[src/isc_pkg.sv]
// constants and carriers for the instruction sequencing core
// assumes one core clock and an avalon-mm register master
// Behaviour
// RULE_01 - swap endian only with reverse bit in user
// RULE_02 - load-linked sets the reservation flag
// RULE_03 - store-conditional tests then clears reservation
// RULE_04 - conflicting store elsewhere clears reservation
// RULE_05 - exception return clears the reservation
// RULE_06 - pc holds the executing instruction address
// RULE_07 - pc advances 2 compressed, else 4
// RULE_08 - branch target loads during delay slot
// RULE_09 - deferred result lands with next instruction
// RULE_10 - updates of one instruction keep order
// RULE_11 - fpr width bit selects 32 or 64
// RULE_12 - delay flag only for real delay slots
// RULE_13 - exception signalled at once, rest abandoned
// RULE_14 - four coprocessor slots share core control
// RULE_15 - system coprocessor always present
// RULE_16 - system coprocessor moves and functions
// RULE_17 - cpu endian is memory endian xor swap
// RULE_18 - memory endian fixed at chip reset
// RULE_19 - user mode needs ksu 10, no exl/erl/dm
// RULE_20 - reset clears the reservation flag
package isc_pkg;
    localparam logic [3:0] A_STATUS = 4'h0;
    localparam logic [3:0] A_PC = 4'h4;
    localparam logic [3:0] A_FLAGS = 4'h8;
    localparam logic [3:0] A_EXC = 4'hc;
    localparam logic [1:0] KSU_USER = 2'h2;
    localparam logic [6:0] STATUS_RST = 7'h20;
    localparam logic [31:0] PC_RST = 32'h0;
    localparam logic [31:0] EXC_VECTOR = 32'h80;
    localparam logic [31:0] INC_SHORT = 32'h2;
    localparam logic [31:0] INC_WORD = 32'h4;
    localparam logic [1:0] SYSTEM_COPROC_OPCODE_MT = 2'h1;
    localparam logic [1:0] SYSTEM_COPROC_OPCODE_MF = 2'h2;
    localparam logic [1:0] SYSTEM_COPROC_OPCODE_ERET = 2'h3;
    localparam logic [1:0] COP_SYS = 2'h0;
    localparam int NUM_COP = 4;
    localparam logic [1:0] STRAP_EDGE = 2'h2;
    localparam logic [4:0] EXC_COP_UNUSABLE = 5'h1;

    typedef struct packed {
        logic dm;
        logic error_level_bit;
        logic exception_level_bit;
        logic [1:0] privilege_level_field;
        logic fr;
        logic re;
    } isc_status_type;

    typedef struct packed {
        logic compressed;
        logic br_taken;
        logic [31:0] br_target;
        logic ll;
        logic sc;
        logic store;
        logic defer;
        logic wr_en;
        logic [4:0] wr_idx;
        logic [31:0] wr_data;
        logic cop_en;
        logic [1:0] cop_num;
        logic [1:0] system_coproc_opcode_op;
        logic exc_en;
        logic [4:0] exc_code;
        logic [31:0] exc_arg;
    } isc_instr_type;

    typedef struct packed {
        logic valid;
        logic [4:0] idx;
        logic [31:0] data;
    } isc_wb_type;

    typedef struct packed {
        logic valid;
        logic [4:0] code;
        logic [31:0] arg;
        logic [31:0] epc;
    } isc_exc_type;
endpackage

[src/isc_core.sv]
// instruction sequencing core: pc, delay slot, reservation, modes
// assumes instructions arrive with valid/ready on clk, strap async
`timescale 1ns/1ps
module isc_core
    import isc_pkg::*;
#(
    parameter logic [NUM_COP-1:0] COP_PRESENT = 4'h1
) (
    // clock and reset
    input wire logic clk,
    input wire logic nrst,
    // register bus
    input wire logic [3:0] avs_address,
    input wire logic avs_read,
    input wire logic avs_write,
    input wire logic [31:0] avs_writedata,
    output logic [31:0] avs_readdata,
    output logic avs_waitrequest,
    // instruction stream
    input wire logic instr_valid,
    input wire isc_instr_type instr,
    output logic instr_ready,
    input wire logic store_conflict,
    // strap pin
    input wire logic mem_big_endian_pin,
    // state
    output logic [31:0] pc,
    output logic in_delay_slot_flag,
    output logic link_reservation_flag,
    output logic endian_swap_active,
    output logic cpu_big_endian,
    output logic fpr_narrow_mode,
    output logic mem_big_endian,
    // results
    output isc_wb_type wb_now,
    output isc_wb_type wb_late,
    output logic store_commit,
    output logic sc_success,
    output logic cop_issue_valid,
    output logic [1:0] cop_issue_num,
    output isc_exc_type exc_out
);
    function automatic logic user_mode(input isc_status_type s);
        user_mode = (s.privilege_level_field == KSU_USER) & ~s.exception_level_bit & ~s.error_level_bit & ~s.dm;
    endfunction

    isc_status_type status;
    logic br_pend;
    logic [31:0] br_tgt;
    isc_wb_type late_q;
    logic rd_ack;
    logic strap_s1;
    logic strap_s2;
    logic [1:0] strap_cnt;
    logic strap_done;

    // system slot forced present whatever the parameter says
    wire [NUM_COP-1:0] cop_present = COP_PRESENT | 4'h1; // [RULE_14]
    wire step = instr_valid & instr_ready;
    wire cop_bad = instr.cop_en & ~cop_present[instr.cop_num]; // [RULE_15]
    wire take_exc = instr.exc_en | cop_bad;
    wire [4:0] exc_code = instr.exc_en ? instr.exc_code
                                       : EXC_COP_UNUSABLE;
    // an exception abandons every other effect [RULE_13]
    wire do_ok = step & ~take_exc;
    wire system_coproc_opcode_hit = do_ok & instr.cop_en & (instr.cop_num == COP_SYS);
    wire do_mt = system_coproc_opcode_hit & (instr.system_coproc_opcode_op == SYSTEM_COPROC_OPCODE_MT); // [RULE_16]
    wire do_mf = system_coproc_opcode_hit & (instr.system_coproc_opcode_op == SYSTEM_COPROC_OPCODE_MF); // [RULE_16]
    wire do_eret = system_coproc_opcode_hit & (instr.system_coproc_opcode_op == SYSTEM_COPROC_OPCODE_ERET);
    wire do_ll = do_ok & instr.ll;
    wire do_sc = do_ok & instr.sc;
    wire [31:0] pc_inc = instr.compressed ? INC_SHORT : INC_WORD;

    // [RULE_06] [RULE_07] [RULE_08]
    wire [31:0] next_pc = take_exc ? EXC_VECTOR :
                          br_pend ? br_tgt : pc + pc_inc;
    // set beats every clear in the same cycle [RULE_02] [RULE_04]
    wire next_ll = do_ll ? 1'b1 :
                   (do_sc | do_eret | store_conflict) ? 1'b0 :
                   link_reservation_flag; // [RULE_03] [RULE_05]

    // status: bus write, then system-coprocessor move, then
    // exception entry or return, last one wins [RULE_10]
    wire bus_wr_status = avs_write & (avs_address == A_STATUS);
    isc_status_type st_a;
    isc_status_type st_b;
    isc_status_type next_status;
    assign st_a = bus_wr_status ? isc_status_type'(avs_writedata[6:0])
                                : status;
    assign st_b = do_mt ? isc_status_type'(instr.wr_data[6:0]) : st_a;
    always_comb begin
        next_status = st_b;
        if (step & take_exc) begin
            next_status.exception_level_bit = 1'b1;
        end else if (do_eret) begin
            next_status.exception_level_bit = 1'b0;
            next_status.error_level_bit = 1'b0;
        end
    end

    // [RULE_01] [RULE_19]
    assign endian_swap_active = status.re & user_mode(status);
    assign cpu_big_endian = mem_big_endian ^ endian_swap_active; // [RULE_17]
    assign fpr_narrow_mode = ~status.fr; // [RULE_11]
    assign instr_ready = ~exc_out.valid;
    assign in_delay_slot_flag = br_pend; // [RULE_12]
    assign avs_waitrequest = avs_read & ~rd_ack;

    wire [31:0] rd_mux =
        (avs_address == A_STATUS) ? {25'h0, status} :
        (avs_address == A_PC) ? pc :
        (avs_address == A_FLAGS) ? {26'h0, mem_big_endian,
            fpr_narrow_mode, cpu_big_endian, endian_swap_active,
            in_delay_slot_flag, link_reservation_flag} :
        (avs_address == A_EXC) ? {27'h0, exc_out.code} : 32'h0;

    always_ff @(posedge clk or negedge nrst) begin
        if (!nrst) begin
            rd_ack <= 1'b0;
            avs_readdata <= 32'h0;
        end else begin
            rd_ack <= avs_read & ~rd_ack;
            if (avs_read & ~rd_ack) begin
                avs_readdata <= rd_mux;
            end
        end
    end

    // strap caught only after release, through two flops [RULE_18]
    always_ff @(posedge clk or negedge nrst) begin
        if (!nrst) begin
            strap_s1 <= 1'b0;
            strap_s2 <= 1'b0;
            strap_cnt <= 2'h0;
            strap_done <= 1'b0;
            mem_big_endian <= 1'b0;
        end else begin
            strap_s1 <= mem_big_endian_pin;
            strap_s2 <= strap_s1;
            if (!strap_done) begin
                strap_cnt <= strap_cnt + 2'h1;
                if (strap_cnt == STRAP_EDGE) begin
                    mem_big_endian <= strap_s2;
                    strap_done <= 1'b1;
                end
            end
        end
    end

    always_ff @(posedge clk or negedge nrst) begin
        if (!nrst) begin
            status <= STATUS_RST;
            pc <= PC_RST;
            link_reservation_flag <= 1'b0; // [RULE_20]
        end else begin
            status <= next_status;
            link_reservation_flag <= next_ll;
            if (step) begin
                pc <= next_pc;
            end
        end
    end

    // branch target waits one instruction for the delay slot
    always_ff @(posedge clk or negedge nrst) begin
        if (!nrst) begin
            br_pend <= 1'b0;
            br_tgt <= 32'h0;
        end else if (step) begin
            br_pend <= do_ok & instr.br_taken; // [RULE_08] [RULE_12]
            br_tgt <= instr.br_target;
        end
    end

    // deferred result is held and leaves with the next step [RULE_09]
    always_ff @(posedge clk or negedge nrst) begin
        if (!nrst) begin
            late_q <= '0;
            wb_late <= '0;
        end else begin
            wb_late.valid <= step & late_q.valid;
            if (step) begin
                wb_late.idx <= late_q.idx;
                wb_late.data <= late_q.data;
                late_q.valid <= do_ok & instr.wr_en & instr.defer;
                late_q.idx <= instr.wr_idx;
                late_q.data <= instr.wr_data;
            end
        end
    end

    always_ff @(posedge clk or negedge nrst) begin
        if (!nrst) begin
            wb_now <= '0;
            store_commit <= 1'b0;
            sc_success <= 1'b0;
            cop_issue_valid <= 1'b0;
            cop_issue_num <= 2'h0;
            exc_out <= '0;
        end else begin
            wb_now.valid <= do_mf |
                (do_ok & instr.wr_en & ~instr.defer);
            wb_now.idx <= instr.wr_idx;
            wb_now.data <= do_mf ? {25'h0, status} : instr.wr_data;
            // conditional store goes only with a live reservation
            store_commit <= do_ok & (instr.sc ? link_reservation_flag
                                              : instr.store); // [RULE_03]
            sc_success <= do_sc & link_reservation_flag; // [RULE_03]
            // other slots run off the core's own issue [RULE_14]
            cop_issue_valid <= do_ok & instr.cop_en &
                               (instr.cop_num != COP_SYS);
            cop_issue_num <= instr.cop_num;
            exc_out.valid <= step & take_exc; // [RULE_13]
            if (step & take_exc) begin
                exc_out.code <= exc_code;
                exc_out.arg <= instr.exc_arg;
                exc_out.epc <= pc;
            end
        end
    end
endmodule

[config.mk]
export PLATFORM = sky130hd
export DESIGN_NAME = isc_core
export DESIGN_NICKNAME = d
export VERILOG_FILES = /design/src/isc_pkg.sv /design/src/isc_core.sv
export SDC_FILE = /design/constraint.sdc
export NUM_CORES = 1
export LEC_CHECK = 0
export BUFFER_PORTS_ARGS = -buffer_cell sky130_fd_sc_hd__clkbuf_2
export CAP_MARGIN = 0
export CORE_MARGIN = 2
export CORE_UTILIZATION = 46
export CTS_CLUSTER_DIAMETER = 200
export DETAILED_ROUTE_END_ITERATION = 6
export GPL_TIMING_DRIVEN = 0
export PLACE_DENSITY = 0.8
export SLEW_MARGIN = 20
export SYNTH_ARGS = -nofsm -noshare
export SYNTH_HDL_FRONTEND = slang
export SYNTH_SLANG_ARGS = --single-unit
export TNS_END_PERCENT = 30
[constraint.sdc]
create_clock -name clk -period 2.22 [get_ports clk]
set_clock_uncertainty 0.1 [all_clocks]
set_input_delay 0.444 -clock clk [delete_from_list [all_inputs] [get_ports clk]]
set_output_delay 0.444 -clock clk [all_outputs]
set_load 0.1 [all_outputs]
# Yosys cells after proc, flatten, opt, wreduce, memory -nomap -nowiden
# Index checks and enable logic that the tools add are counted.
# Widths: inputs -> output; s select.
# op_classes
n_eq_ne	8
muxes	21
reduce_logical	7
magnitude_cmp	1
bitwise	40
n_addsub	2
# op_table
operator	n
$mux 32	5
$add 32x3->32	1
$and 1x1->1	25
$mux 7	2
$mux 5	2
$not 1->1	10
$eq 2x2->1 const B	4
$eq 4x4->1 const B	2
$mux 1	8
$mux 6	1
$reduce_bool 2->1	3
$eq 4x3->1 const B	1
$logic_not 4->1	1
$or 1x1->1	4
$reduce_bool 4->1	1
$lt 2x3->1 const B	1
$mux 3	1
$add 2x1->2 const B	1
$bmux 1 s2	1
$eq 2x1->1 const B	1
$logic_not 2->1	1
$mux 2	1
$reduce_and 2->1	1
$xor 1x1->1	1
# word_totals
elab_cells	113
out_inout_bits	223
regBits	301

# Depth between registers and ports, before layout
# Gate-level depths: netlist of the first run.
# logic_depth
depth_word	14
ltp_mapped	7

# Worst setup path after synthesis of the first run
# OpenSTA, ideal clock, no wires.
# synth_path
path_type	flip-flop to flip-flop
start	register exc_out[69] (netlist bit)
end	register wb_now[3] (netlist bit)
setup_slack_ns	-0.929
required_time_ns	1.995
stages_incl_launch_ff	7
path_buffers	1
t_arrival_ns	2.924
cell_sequence	dfrtp_1 > inv_1 > nand2_1 > nor2_2 > nand4b_1 > clkbuf_1 > mux2_2
# synth_via
elab_chain_cells	7
# synth_lines
element	line	rtl
start: declaration	isc_core.sv:41	output isc_exc_type exc_out
$not 1->1	isc_core.sv:105	assign instr_ready = ~exc_out.valid;
net instr_ready	isc_core.sv:22	output logic instr_ready,
$and 1x1->1	isc_core.sv:59	wire step = instr_valid & instr_ready;
$and 1x1->1	isc_core.sv:65	wire do_ok = step & ~take_exc;
$and 1x1->1 (2 in a row)	isc_core.sv:66	wire system_coproc_opcode_hit = do_ok & instr.cop_en & (instr.cop_num == COP_SYS);
$and 1x1->1	isc_core.sv:68	wire do_mf = system_coproc_opcode_hit & (instr.system_coproc_opcode_op == SYSTEM_COPROC_OPCODE_MF);
$mux 32	isc_core.sv:204	wb_now.data <= do_mf ? {25'h0, status} : instr.wr_data;
end: declaration	isc_core.sv:35	output isc_wb_type wb_now,
# The timed path passes the listed nets, and every way through them passes these cells.
# A chain may end at the register's enable or synchronous reset.

# Worst setup path after layout of the first run
# layout_path
start	register status[6] (netlist bit)
end	output port cpu_big_endian
# layout_via
elab_chain_cells	4
# layout_lines
element	line	rtl
start: declaration	isc_core.sv:47	isc_status_type status;
start signal: assignment	isc_core.sv:156	status <= next_status;
$not 1->1	isc_core.sv:44	user_mode = (s.privilege_level_field == KSU_USER) & ~s.exception_level_bit & ~s.error_level_bit & ~s.dm;
$and 1x1->1	isc_core.sv:44	
$and 1x1->1	isc_core.sv:102	assign endian_swap_active = status.re & user_mode(status);
$xor 1x1->1	isc_core.sv:103	assign cpu_big_endian = mem_big_endian ^ endian_swap_active;
end: declaration	isc_core.sv:31	output logic cpu_big_endian,
# No other way between the ends.

==> results of run 1 <==
==> per-layer routing <==
layer | GRT usage [%] | vias to the layer above | wire length, um
met5 | 0 | - | 0
met4 | 11.08 | 0 | 1533
met3 | 4.528 | 110 | 3233
met2 | 46.51 | 629 | 19060
met1 | 35.43 | 5361 | 15150
li1 | - | 5029 | -
==> layout make-up <==
| type | count | area (um^2) |
|---|---|---|
| buffer | 69 | 309.0 |
| tap | 335 | 419.2 |
| inverter | 12 | 51.30 |
| clock inverter | 9 | 83.83 |
| sequential | 301 | 7571 |
| multi-input combinational | 850 | 4385 |
| timing repair buffer | 447 | 2760 |
| clock buffer | 47 | 915.9 |
| fill | 1998 | 9415 |
==> state kept, by name, indices dropped and copies added (netlist names), 2 cells and up <==
name,count
wb_late,38
late_q,38
exc_out,70
wb_now,38
avs_readdata,32
pc,32
status,7
strap_cnt,2
br_tgt,32
cop_issue_num,2
==> what timing repair did <==
| item | 4_1_cts | 5_1_grt |
|---|---|---|
| pin swaps | 6 | 9 |
| buffers inserted | 3 | 10 |
| endpoints found under the setup margin | 176 | 108 |
| hold buffers | 73 | 0 |
| resized for setup | 37 | 18 |
| hold endpoints to repair | 117 | 0 |
| gates cloned | 0 | 0 |
==> placed cells by master (no fill, tap or decap), types with 5 or more instances in the layout <==
cell           instances
and2_1                29
dlygate4sd3_1         73
a22o_1                32
nand2_1              545
dfrtp_4                6
clkbuf_1              52
nand3_1               10
a32o_1                 5
inv_1                  9
and3_1                 5
nand3b_1               5
mux2_2                 7
mux2i_1               13
nor4_1                 5
a22oi_1                9
clkinvlp_4             5
o211ai_1               6
clkbuf_16             33
a21oi_1               10
o21ai_0               42
clkbuf_8              11
buf_4                 15
dfrtp_2               12
nor3_1                 9
clkbuf_2             364
dfrtp_1              282
nor2_1                20
nor2b_1                6
nand4_1                7
o2bb2ai_1              9
==> final timing paths <==
check	slack [ns]	cells after the start	endpoint	from
max reg2reg	-0.12	7	pc[23]$_DFFE_PN0P_	pc[1]$_DFFE_PN0P_
max in group asynchronous	0.53	4	pc[8]$_DFFE_PN0P_	nrst
min	0.03	3	late_q[26]$_DFFE_PN0P_	instr[69]
min in group asynchronous	0.31	2	wb_late[30]$_DFFE_PN0P_	nrst
max	-0.29	4	cpu_big_endian	status[6]$_DFFE_PN0P_
min reg2reg	0.25	0	strap_s2$_DFF_PN0_	strap_s1$_DFF_PN0_
==> cells by family after synthesis <==
logic type,synth area share [%]
and+or+nand+nor,23.08
buffers and inverters,2.730
xor gates and xnor gates,0.1448
AOI/OAI and AO/OA,8.726
muxes,2.564
DFF,62.25
adders and majority gates,0.4756
other,0.03099
==> power groups by stage <==
stage | registers (mW) | clock network (mW) | logic [mW]
finish | 6.47 | 5.12 | 4.62
global route | 6.52 | 5.39 | 4.83
CTS | 6.44 | 5.16 | 4.59
detailed placement | 6.54 | 0 | 4.43
global placement | 6.53 | 0 | 4.35
floorplan | 9.04 | 0 | 0.858
==> worst max-delay path: cells and delay by family (launching register included) <==
kind                      cells  cell delay, ns
buffers and inverters         1            0.23
DFF                           1            0.43
and+or+nand+nor               2            0.50
xor gates and xnor gates      1            0.26
==> stage by stage <==
stage          instance area [um^2]  TNS [ns]  util, %  total power [mW]
2_1_floorplan                 12220    -5.401        -             9.894
3_3_place_gp                  14430  -1780.65    55.68             10.88
3_5_place_dp                  14520   -100.80    56.03             10.97
4_1_cts                       16380    -1.184    63.23             16.19
5_1_grt                       16500    -1.047    63.66             16.74
6_report                      16500   -0.6679    63.66             16.20
==> summary.txt, run 1 <==
Status
  • Status: finished, violations left
  • Failing checks: setup timing

Cells and area
  • Antenna Cells: 0
  • Layout cells sized above 1: 28.99%
  • Layout Area Growth over Synthesis: 36.31%
  • Post-Layout Cell Count: 2070
  • Layout Nets: 1877

Drt
  • Post-route ant nets: 0
  • Vias: 11129
  • Drt pass-1 iters: 6
  • Routed WL per cell: 18.83 um
  • Final WL: 38970 um
  • Vias per Instance: 5.376
  • 1st-iter DRT viols: between 1000 and 1500
  • DR DRC count: 0

Synthesis
  • Avg Cell Area, Syn: 9.783 um^2
  • Top cells by area, synth: dfrtp_1 (62%), nand2_1 (17%), a22o_1 (2.3%)
  • Post-Syn Area: 0.01210 mm^2
  • Warnings from Yosys: 0
  • Post-synth EDFFs: 0
  • Post-synthesis register bit count: 301
  • Synth top cells by count: nand2_1 (548), dfrtp_1 (300), clkbuf_1 (63)
  • Mapped Nets: 1403
  • Synth unique cells: 63
  • Top_reg_cell synth: dfrtp_1
  • Synth Instances: around 1200
  • Share of the synthesized area in the top cell type: 62.03%
  • Largest area contributor in the netlist: dfrtp_1
  • Count leader, synth: nand2_1
  • Seq/Total Area, Yosys: 62.25%
  • Async SR Flop Fraction: 100.0%

CTS
  • Reg clk slew, reported paths: about 0.070 ns
  • CTS Buf Count: 30
  • H-Tree Depth: 1
  • Root buffer cell: clkbuf_16
  • CTS max path bufs: 3
  • CTS tree: yes
  • Clk sinks: 301
  • Clock latency on the worst-skew pair: 0.55 ns

Placement
  • Setup WS pre-CTS: -1.061 ns
  • Gpl congestion: just over 0.9
  • Cells after DPL: 1933
  • HPWL after DPL: approximately 27000 um
  • # port buffers: 358

GRT
  • First-pass GRT wire length: 60620 um
  • Remaining global-route overflow: 0
  • Number of global-route vias before repair: approximately 11000
  • Pin count of the biggest net entering global routing: 93
  • Initial antenna violation count: 0
  • Overall fraction of global-route tracks in use: 27.47%

Power
  • Sw Share: 39.34%
  • Flop pwr share: 39.9%
  • Clock power frac: 31.6%
  • Combinational group share of total power: 28.5%
  • Power per standard cell area: between 900 and 1000 mW/mm^2
  • Maximum VDD drop: 737.7 uV
  • Switch Pwr: 6.376 mW
  • Pint: 9.829 mW
  • Leak Pwr: 8.717 nW

STA
  • Final hold slack: 0.02656 ns
  • Crit share post-route: 112.9%
  • Unrepaired setup endpoints after global routing: yes
  • Hold Vio Cnt, Final: 0
  • Max-slew violation count: 0
  • Setup WS post-layout: -0.2866 ns
  • Fin crit period: about 2.5 ns
  • FMAX: 398.9 MHz
  • Slew HR: 46.61%
  • # setup viols final: 3
  • Worst slew pin tran: 0.7960 ns

Setup path
  • Worst EP arrival: between 1.5 and 2 ns
  • CP Data Required Time: 1.68 ns
  • CP Cell Sequence: nor4b_2, nand3b_1, xnor2_4, clkbuf_16
  • CP max FO: 3
  • Crit-path slowest cell: dfrtp_2
  • Critical Path Start Type: flop
  • Critical Path Sink Type: output pin
  • Setup CP Type: reg2out
  • CP max stage delay: around 0.43 ns

Floorplan
  • Initial Utilization: a little under half
  • Die X: 166.2 um
  • Num rows: 59
  • I/O pins: 385
  • Die Area: 0.02762 mm^2
  • Core Region: 0.02591 mm^2
  • Die height: between 150 and 200 um

Job
  • Max-Cap Viols: 0

Hold path
  • Hold Path Class: in2reg
No activity file was read; power rests on OpenSTA's default activity.
==> run 2, diff against run 1 <==
- CORE_UTILIZATION: 46 -> 55
- PLACE_DENSITY: 0.8 -> 0.89
- clock period: 2.22 -> 3 ns (I/O delays scaled with it)
==> run 2 against run 1 <==
Net effect: setup slack improved by 0.47 ns; cell count decreased by 6.5%; sequential power decreased by 26%; non-clock buffer count decreased by 80; utilization increased by 7.8 points; clock power decreased by 17%; register-to-register slack improved by 0.38 ns; power decreased by 24%; largest power group unchanged; largest cell class unchanged; worst hold slack improved by 0.033 ns; critical path depth unchanged; wire length decreased by 5.4%; the run now ends clean.
==> summary.txt, run 2 (synthesized netlist as in run 1, its figures left out) <==
STA
  • Crit share post-route: about 94%
  • Slew HR: 48.94% (was 46.61%)
  • Max-slew violation count: 0 (unchanged)
  • FMAX: 355.4 MHz
  • # setup viols final: 0 (was 3)
  • Fin crit period: 2.813 ns
  • Setup WS post-layout: 0.1865 ns (was -0.2866 ns)
  • Hold Vio Cnt, Final: 0 (unchanged)
  • Worst slew pin tran: 0.7614 ns (was 0.7960 ns)
  • Unrepaired setup endpoints after global routing: no (was yes)

Power
  • Sw Share: 38.01% (was 39.34%)
  • Flop pwr share: 38.9% (was 39.9%)
  • Power per standard cell area: 793.2 mW/mm^2 (was 982.3 mW/mm^2)
  • Pint: 7.617 mW (was 9.829 mW)
  • Switch Pwr: 4.671 mW (was 6.376 mW)
  • Clock power frac: 34.4% (was 31.6%)
  • Combinational group share of total power: 26.8% (was 28.5%)
  • Maximum VDD drop: 410.7 uV (was 737.7 uV)
  • Pwr Total: 12.29 mW (was 16.20 mW)
  • Leak Pwr: 8.359 nW (was 8.717 nW)

Cells and area
  • Antenna Cells: 0 (unchanged)
  • Commonest non-fill, non-tap cell in the layout: nand2_1 (unchanged)
  • FILL cells: 1496 (was 1998)
  • Layout cells sized above 1: 26.83% (was 28.99%)
  • Layout Nets: 1797 (was 1877)
  • Most frequent cells in the layout: nand2_1 (548), clkbuf_2 (357), dfrtp_1 (300) (was nand2_1 (545), clkbuf_2 (364), dfrtp_1 (282))
  • Largest Register: exc_out (unchanged)
  • Max FFs per register: 70 (unchanged)
  • Multi-input gate area: 0.004250 mm^2 (was 0.004385 mm^2)
  • Reg area: 0.007533 mm^2 (was 0.007571 mm^2)
  • Post-layout util: 71.43% (was 63.66%)
  • Layout Area Growth over Synthesis: 28.02% (was 36.31%)

Setup path
  • Critical Path Start Type: flop (unchanged)
  • Worst EP arrival: 2.11 ns (was 1.96 ns)
  • Setup CP Type: reg2out (unchanged)
  • Worst reg2reg path depth: 6 (was 7)
  • CP Data Required Time: 2.30 ns (was 1.68 ns)
  • Critical Path Sink Type: output pin (unchanged)
  • CP max FO: 4 (was 3)

Drt
  • Final WL: 36880 um (was 38970 um)
  • DR DRC count: 0 (unchanged)
  • Routed WL per cell: 19.06 um (was 18.83 um)
  • Drt pass-1 iters: 5 (was 6)
  • Vias per Instance: 5.625 (was 5.376)
  • Post-route ant nets: 0 (unchanged)
  • Vias: 10884 (was 11129)
  • 1st-iter DRT viols: 896 (was 1142)

CTS
  • Clk sinks: 301 (unchanged)
  • H-Tree Depth: 1 (unchanged)
  • CTS Buf Count: 30 (unchanged)
  • Clock latency on the worst-skew pair: 0.55 ns (about the same)
  • Post-CTS Setup Inserts: 0 (was 3)
  • Root buffer cell: clkbuf_16 (unchanged)
  • Reg clk slew, reported paths: 0.06 ns (was 0.07 ns)
  • CTS max path bufs: 3 (unchanged)
  • CTS tree: yes (unchanged)

GRT
  • Overall fraction of global-route tracks in use: 31.51% (was 27.47%)
  • Pin count of the biggest net entering global routing: 96 (was 93)
  • Remaining global-route overflow: 0 (unchanged)
  • Number of global-route vias before repair: 11087 (was 11113)
  • Initial antenna violation count: 0 (unchanged)
  • First-pass GRT wire length: 58630 um (was 60620 um)

Status
  • Status: complete, no violations (was finished, violations left)

Placement
  • # port buffers: 358 (unchanged)
  • Setup WS pre-CTS: -0.2959 ns (was -1.061 ns)
  • Gpl congestion: 0.9428 (was 0.9176)
  • HPWL after DPL: 26320 um (was 26730 um)

Floorplan
  • Die Area: 0.02321 mm^2 (was 0.02762 mm^2)
  • Num rows: 54 (was 59)
  • Die X: 152.3 um (was 166.2 um)
  • I/O pins: 385 (unchanged)
  • Core Region: 0.02169 mm^2 (was 0.02591 mm^2)
  • Die height: 152.3 um (was 166.2 um)
  • Initial Utilization: 55.80% (was 46.70%)

Hold path
  • Hold Path Class: in2reg (unchanged)
  • Hold Crit Depth: 1 (was 3)

Job
  • Max-Cap Viols: 0 (unchanged)
run 2: cell count changes in the layout (fill, tap and decap cells not counted), moves of 6 or more:
cell           previous run  this run
dfrtp_2                  12         0
buf_4                    15         1
bufinv_16                 1         7
dfrtp_4                   6         0
dlygate4sd3_1            73         1
clkbuf_2                364       357
clkbuf_1                 52        65
dfrtp_1                 282       300
run 2: what timing repair did:
| action | in CTS | in global routing |
|---|---|---|
| resized for setup | 0 | 2 |
| hold buffers | 1 | 0 |
| endpoints found under the setup margin | 0 | 1 |
| endpoints found under the hold margin | 48 | 0 |
run 2: per-layer routing:
| metal | vias up | share of wire (%) | track usage (%) |
|---|---|---|---|
| met5 | - | 0 | 0 |
| met4 | 0 | 4.8 | 15.18 |
| met2 | 648 | 49 | 52.66 |
| met1 | 5243 | 38 | 40.18 |
| met3 | 134 | 8.8 | 5.631 |
| li1 | 4859 | - | - |
run 2: worst max-delay path, stage by stage (launching register included):
cell,delay [ns]
dfrtp_1,0.44
nor4b_1,0.34
nand3b_1,0.23
inv_1,0.10
clkbuf_2,0.46
run 2: worst paths after layout:
check	from	to	slack (ns)
worst min-delay path	mem_big_endian_pin	strap_s1$_DFF_PN0_	0.06
worst min register to register	strap_s1$_DFF_PN0_	strap_s2$_DFF_PN0_	0.27
worst max-delay path	status[6]$_DFFE_PN0P_	endian_swap_active	0.19
min in group asynchronous	nrst	exc_out[30]$_DFFE_PN0P_	0.46
max in group asynchronous	nrst	pc[21]$_DFFE_PN0P_	1.18
worst max register to register	exc_out[69]$_DFF_PN0_	wb_now[6]$_DFF_PN0_	0.26
run 2: stage by stage:
step | area, um^2 | TNS [ns] | hold slack (ns) | cells
6_report | 15490 | 0 | 0.05937 | 1935
3_3_place_gp | 14250 | -1464.71 | 0.2374 | 1875
4_1_cts | 15480 | 0 | 0.04863 | 1935
3_5_place_dp | 14340 | -10.15 | 0.2600 | 1878
2_1_floorplan | 12110 | -0.5957 | 0.2044 | 1237
5_1_grt | 15490 | 0 | 0.04629 | 1935
run 2: cell type report:
cell class | count | share of cell area, %
inverter | 12 | 0.2907
clock buffer | 39 | 5.589
multi-input combinational | 850 | 27.43
timing repair buffer | 362 | 12.24
sequential | 301 | 48.63
tap | 280 | 2.261
clock inverter | 17 | 1.720
buffer | 74 | 1.841
run 2: power by group through the flow:
| stage | clock [mW] | combinational (mW) | sequential, mW |
|---|---|---|---|
| 6_report | 4.23 | 3.29 | 4.77 |
| 5_1_grt | 4.43 | 3.44 | 4.81 |
| 3_3_place_gp | 0 | 3.20 | 4.81 |
| 3_5_place_dp | 0 | 3.26 | 4.83 |
| 4_1_cts | 4.25 | 3.29 | 4.76 |
| 2_1_floorplan | 0 | 0.626 | 6.68 |
==> run 3, diff against run 2 <==
- CORE_UTILIZATION: 55 -> 27
- PLACE_DENSITY: 0.89 -> 0.52
==> run 3 against run 2 <==
Net effect: combinational power hardly changed; critical path type unchanged; cell count is 17% higher; flip-flop and latch count stayed put; critical endpoint is now cpu_big_endian; sequential power hardly changed; highest routed layer is now met5.
==> summary.txt, run 3 (synthesized netlist as in run 1, its figures left out) <==
Cells and area
  • Layout cells sized above 1: 27.02% (was 26.83%)
  • Largest Register: exc_out (unchanged)
  • Reg area: 0.007533 mm^2 (unchanged)
  • Layout Area Growth over Synthesis: 32.56% (was 28.02%)
  • Layout Nets: 1804 (was 1797)
  • Commonest non-fill, non-tap cell in the layout: nand2_1 (unchanged)
  • Most frequent cells in the layout: nand2_1 (548), clkbuf_2 (358), dfrtp_1 (300) (was nand2_1 (548), clkbuf_2 (357), dfrtp_1 (300))
  • Post-route cell area: 0.01604 mm^2 (was 0.01549 mm^2)
  • Multi-input gate area: 0.004262 mm^2 (was 0.004250 mm^2)
  • FILL cells: 4567 (was 1496)
  • Post-layout util: 36.28% (was 71.43%)
  • Max FFs per register: 70 (unchanged)

Floorplan
  • Die Area: 0.04653 mm^2 (was 0.02321 mm^2)
  • I/O pins: 385 (unchanged)
  • Die height: 215.7 um (was 152.3 um)
  • Initial Utilization: 27.37% (was 55.80%)
  • Die X: 215.7 um (was 152.3 um)
  • Num rows: 77 (was 54)
  • Core Region: 0.04422 mm^2 (was 0.02169 mm^2)

Power
  • Clock power frac: 36.9% (was 34.4%)
  • Switch Pwr: 4.797 mW (was 4.671 mW)
  • Pint: 7.953 mW (was 7.617 mW)
  • Leak Pwr: 8.421 nW (was 8.359 nW)
  • Pwr Total: 12.75 mW (was 12.29 mW)
  • Sw Share: 37.63% (was 38.01%)
  • Combinational group share of total power: 25.8% (was 26.8%)
  • Maximum VDD drop: 448.7 uV (was 410.7 uV)
  • Power per standard cell area: 794.8 mW/mm^2 (was 793.2 mW/mm^2)
  • Flop pwr share: 37.3% (was 38.9%)

CTS
  • CTS Buf Count: 36 (was 30)
  • H-Tree Depth: 2 (was 1)
  • CTS max path bufs: 3 (unchanged)
  • Root buffer cell: clkbuf_16 (unchanged)
  • Clock latency on the worst-skew pair: 0.54 ns (was 0.55 ns)
  • CTS tree: yes (unchanged)
  • Reg clk slew, reported paths: 0.06 ns (about the same)
  • Clk sinks: 301 (unchanged)

Job
  • Max-Cap Viols: 0 (unchanged)

Setup path
  • Critical Path Start Type: flop (unchanged)
  • CP max FO: 4 (unchanged)
  • CP Data Required Time: 2.30 ns (about the same)
  • Critical Path Sink Type: output pin (unchanged)
  • Setup CP Type: reg2out (unchanged)
  • Worst EP arrival: 2.14 ns (was 2.11 ns)

Drt
  • 1st-iter DRT viols: 676 (was 896)
  • Routed WL per cell: 18.41 um (was 19.06 um)
  • DR DRC count: 0 (unchanged)
  • Vias: 10321 (was 10884)
  • Vias per Instance: 4.575 (was 5.625)
  • Final WL: 41530 um (was 36880 um)
  • Drt pass-1 iters: 5 (unchanged)
  • Post-route ant nets: 0 (unchanged)

Status
  • Status: complete, no violations (unchanged)

STA
  • Setup WS post-layout: 0.1616 ns (was 0.1865 ns)
  • Worst slew pin tran: 0.8993 ns (was 0.7614 ns)
  • # setup viols final: 0 (unchanged)
  • Max-slew violation count: 0 (unchanged)
  • Unrepaired setup endpoints after global routing: no (unchanged)
  • Crit share post-route: 94.61% (was 93.78%)
  • Slew HR: 39.92% (was 48.94%)
  • FMAX: 352.3 MHz (was 355.4 MHz)
  • Hold Vio Cnt, Final: 0 (unchanged)
  • Fin crit period: 2.838 ns (was 2.813 ns)

GRT
  • Pin count of the biggest net entering global routing: 83 (was 96)
  • Remaining global-route overflow: 0 (unchanged)
  • Number of global-route vias before repair: 10212 (was 11087)
  • First-pass GRT wire length: 63390 um (was 58630 um)
  • Initial antenna violation count: 6 (was 0)
  • Overall fraction of global-route tracks in use: 17.84% (was 31.51%)

Placement
  • Setup WS pre-CTS: -0.9662 ns (was -0.2959 ns)
  • Placed inst area: 0.01474 mm^2 (was 0.01434 mm^2)
  • # port buffers: 358 (unchanged)
  • Gpl congestion: 0.8522 (was 0.9428)
  • HPWL after DPL: 31130 um (was 26320 um)

Hold path
  • Hold Path Class: in2reg (unchanged)
==> run 3: area by class of cell <==
| cell class | count | area share (%) |
|---|---|---|
| Antenna cell | 2 | 0.03120 |
| Buffer | 74 | 1.786 |
| Clock buffer | 51 | 6.599 |
| Clock inverter | 11 | 1.310 |
| Inverter | 12 | 0.2808 |
| Multi-Input combinational cell | 850 | 26.57 |
| Sequential cell | 301 | 46.96 |
| Tap cell | 592 | 4.617 |
| Timing Repair Buffer | 363 | 11.85 |
==> run 3: timing repair <==
item,4_1_cts,5_1_grt
pin swaps,1,0
gates cloned,0,0
gates resized for setup,0,6
hold buffers,1,0
buffers inserted,1,0
endpoints found under the hold margin,64,0
endpoints found under the setup margin,32,33
==> run 3: routing by layer <==
| layer | global-route usage [%] | part of all wire (%) | wire length, um | vias up |
|---|---|---|---|---|
| met1 | 22.96 | 43 | 17870 | 4975 |
| met2 | 28.90 | 46 | 19100 | 385 |
| met3 | 5.821 | 8.5 | 3523 | 71 |
| met4 | 4.667 | 2.4 | 998 | 8 |
| li1 | - | - | - | 4882 |
| met5 | 0 | 0.12 | 49 | - |
==> run 3: stage by stage <==
| step | hold WS (ns) | instances | setup TNS [ns] |
|---|---|---|---|
| detailed placement | 0.2364 | 2190 | -39.58 |
| global placement | 0.2417 | 2187 | -1720.72 |
| CTS | 0.04024 | 2254 | 0 |
| finish | 0.07970 | 2256 | 0 |
| floorplan | 0.2044 | 1237 | -0.5957 |
| global route | 0.03841 | 2254 | 0 |
==> run 3: final timing paths <==
path,cells past startpoint,to,slack [ns],from
worst max-delay path,4,cpu_big_endian,0.16,status[6]$_DFFE_PN0P_
worst min-delay path,1,strap_s1$_DFF_PN0_,0.08,mem_big_endian_pin
worst max register to register,6,pc[24]$_DFFE_PN0P_,0.30,exc_out[69]$_DFF_PN0_
worst min register to register,0,strap_s2$_DFF_PN0_,0.24,strap_s1$_DFF_PN0_
max in group asynchronous,4,exc_out[57]$_DFFE_PN0P_,1.04,nrst
min in group asynchronous,2,wb_now[24]$_DFF_PN0_,0.52,nrst
==> run 3: critical path, stage by stage, from the launching register on <==
cell and delay [ns]:
dfrtp_1 0.43, nor4b_1 0.31, nand3b_1 0.23, xnor2_2 0.19, buf_2 0.45
==> run 3: power groups by stage <==
stage                     combinational, mW  clock, mW  sequential (mW)
final                                  3.29       4.70             4.76
after global routing                   3.46       5.02             4.81
after CTS                              3.32       4.85             4.76
after detailed placement               3.31          0             4.83
after global placement                 3.28          0             4.83
after floorplan                       0.626          0             6.68
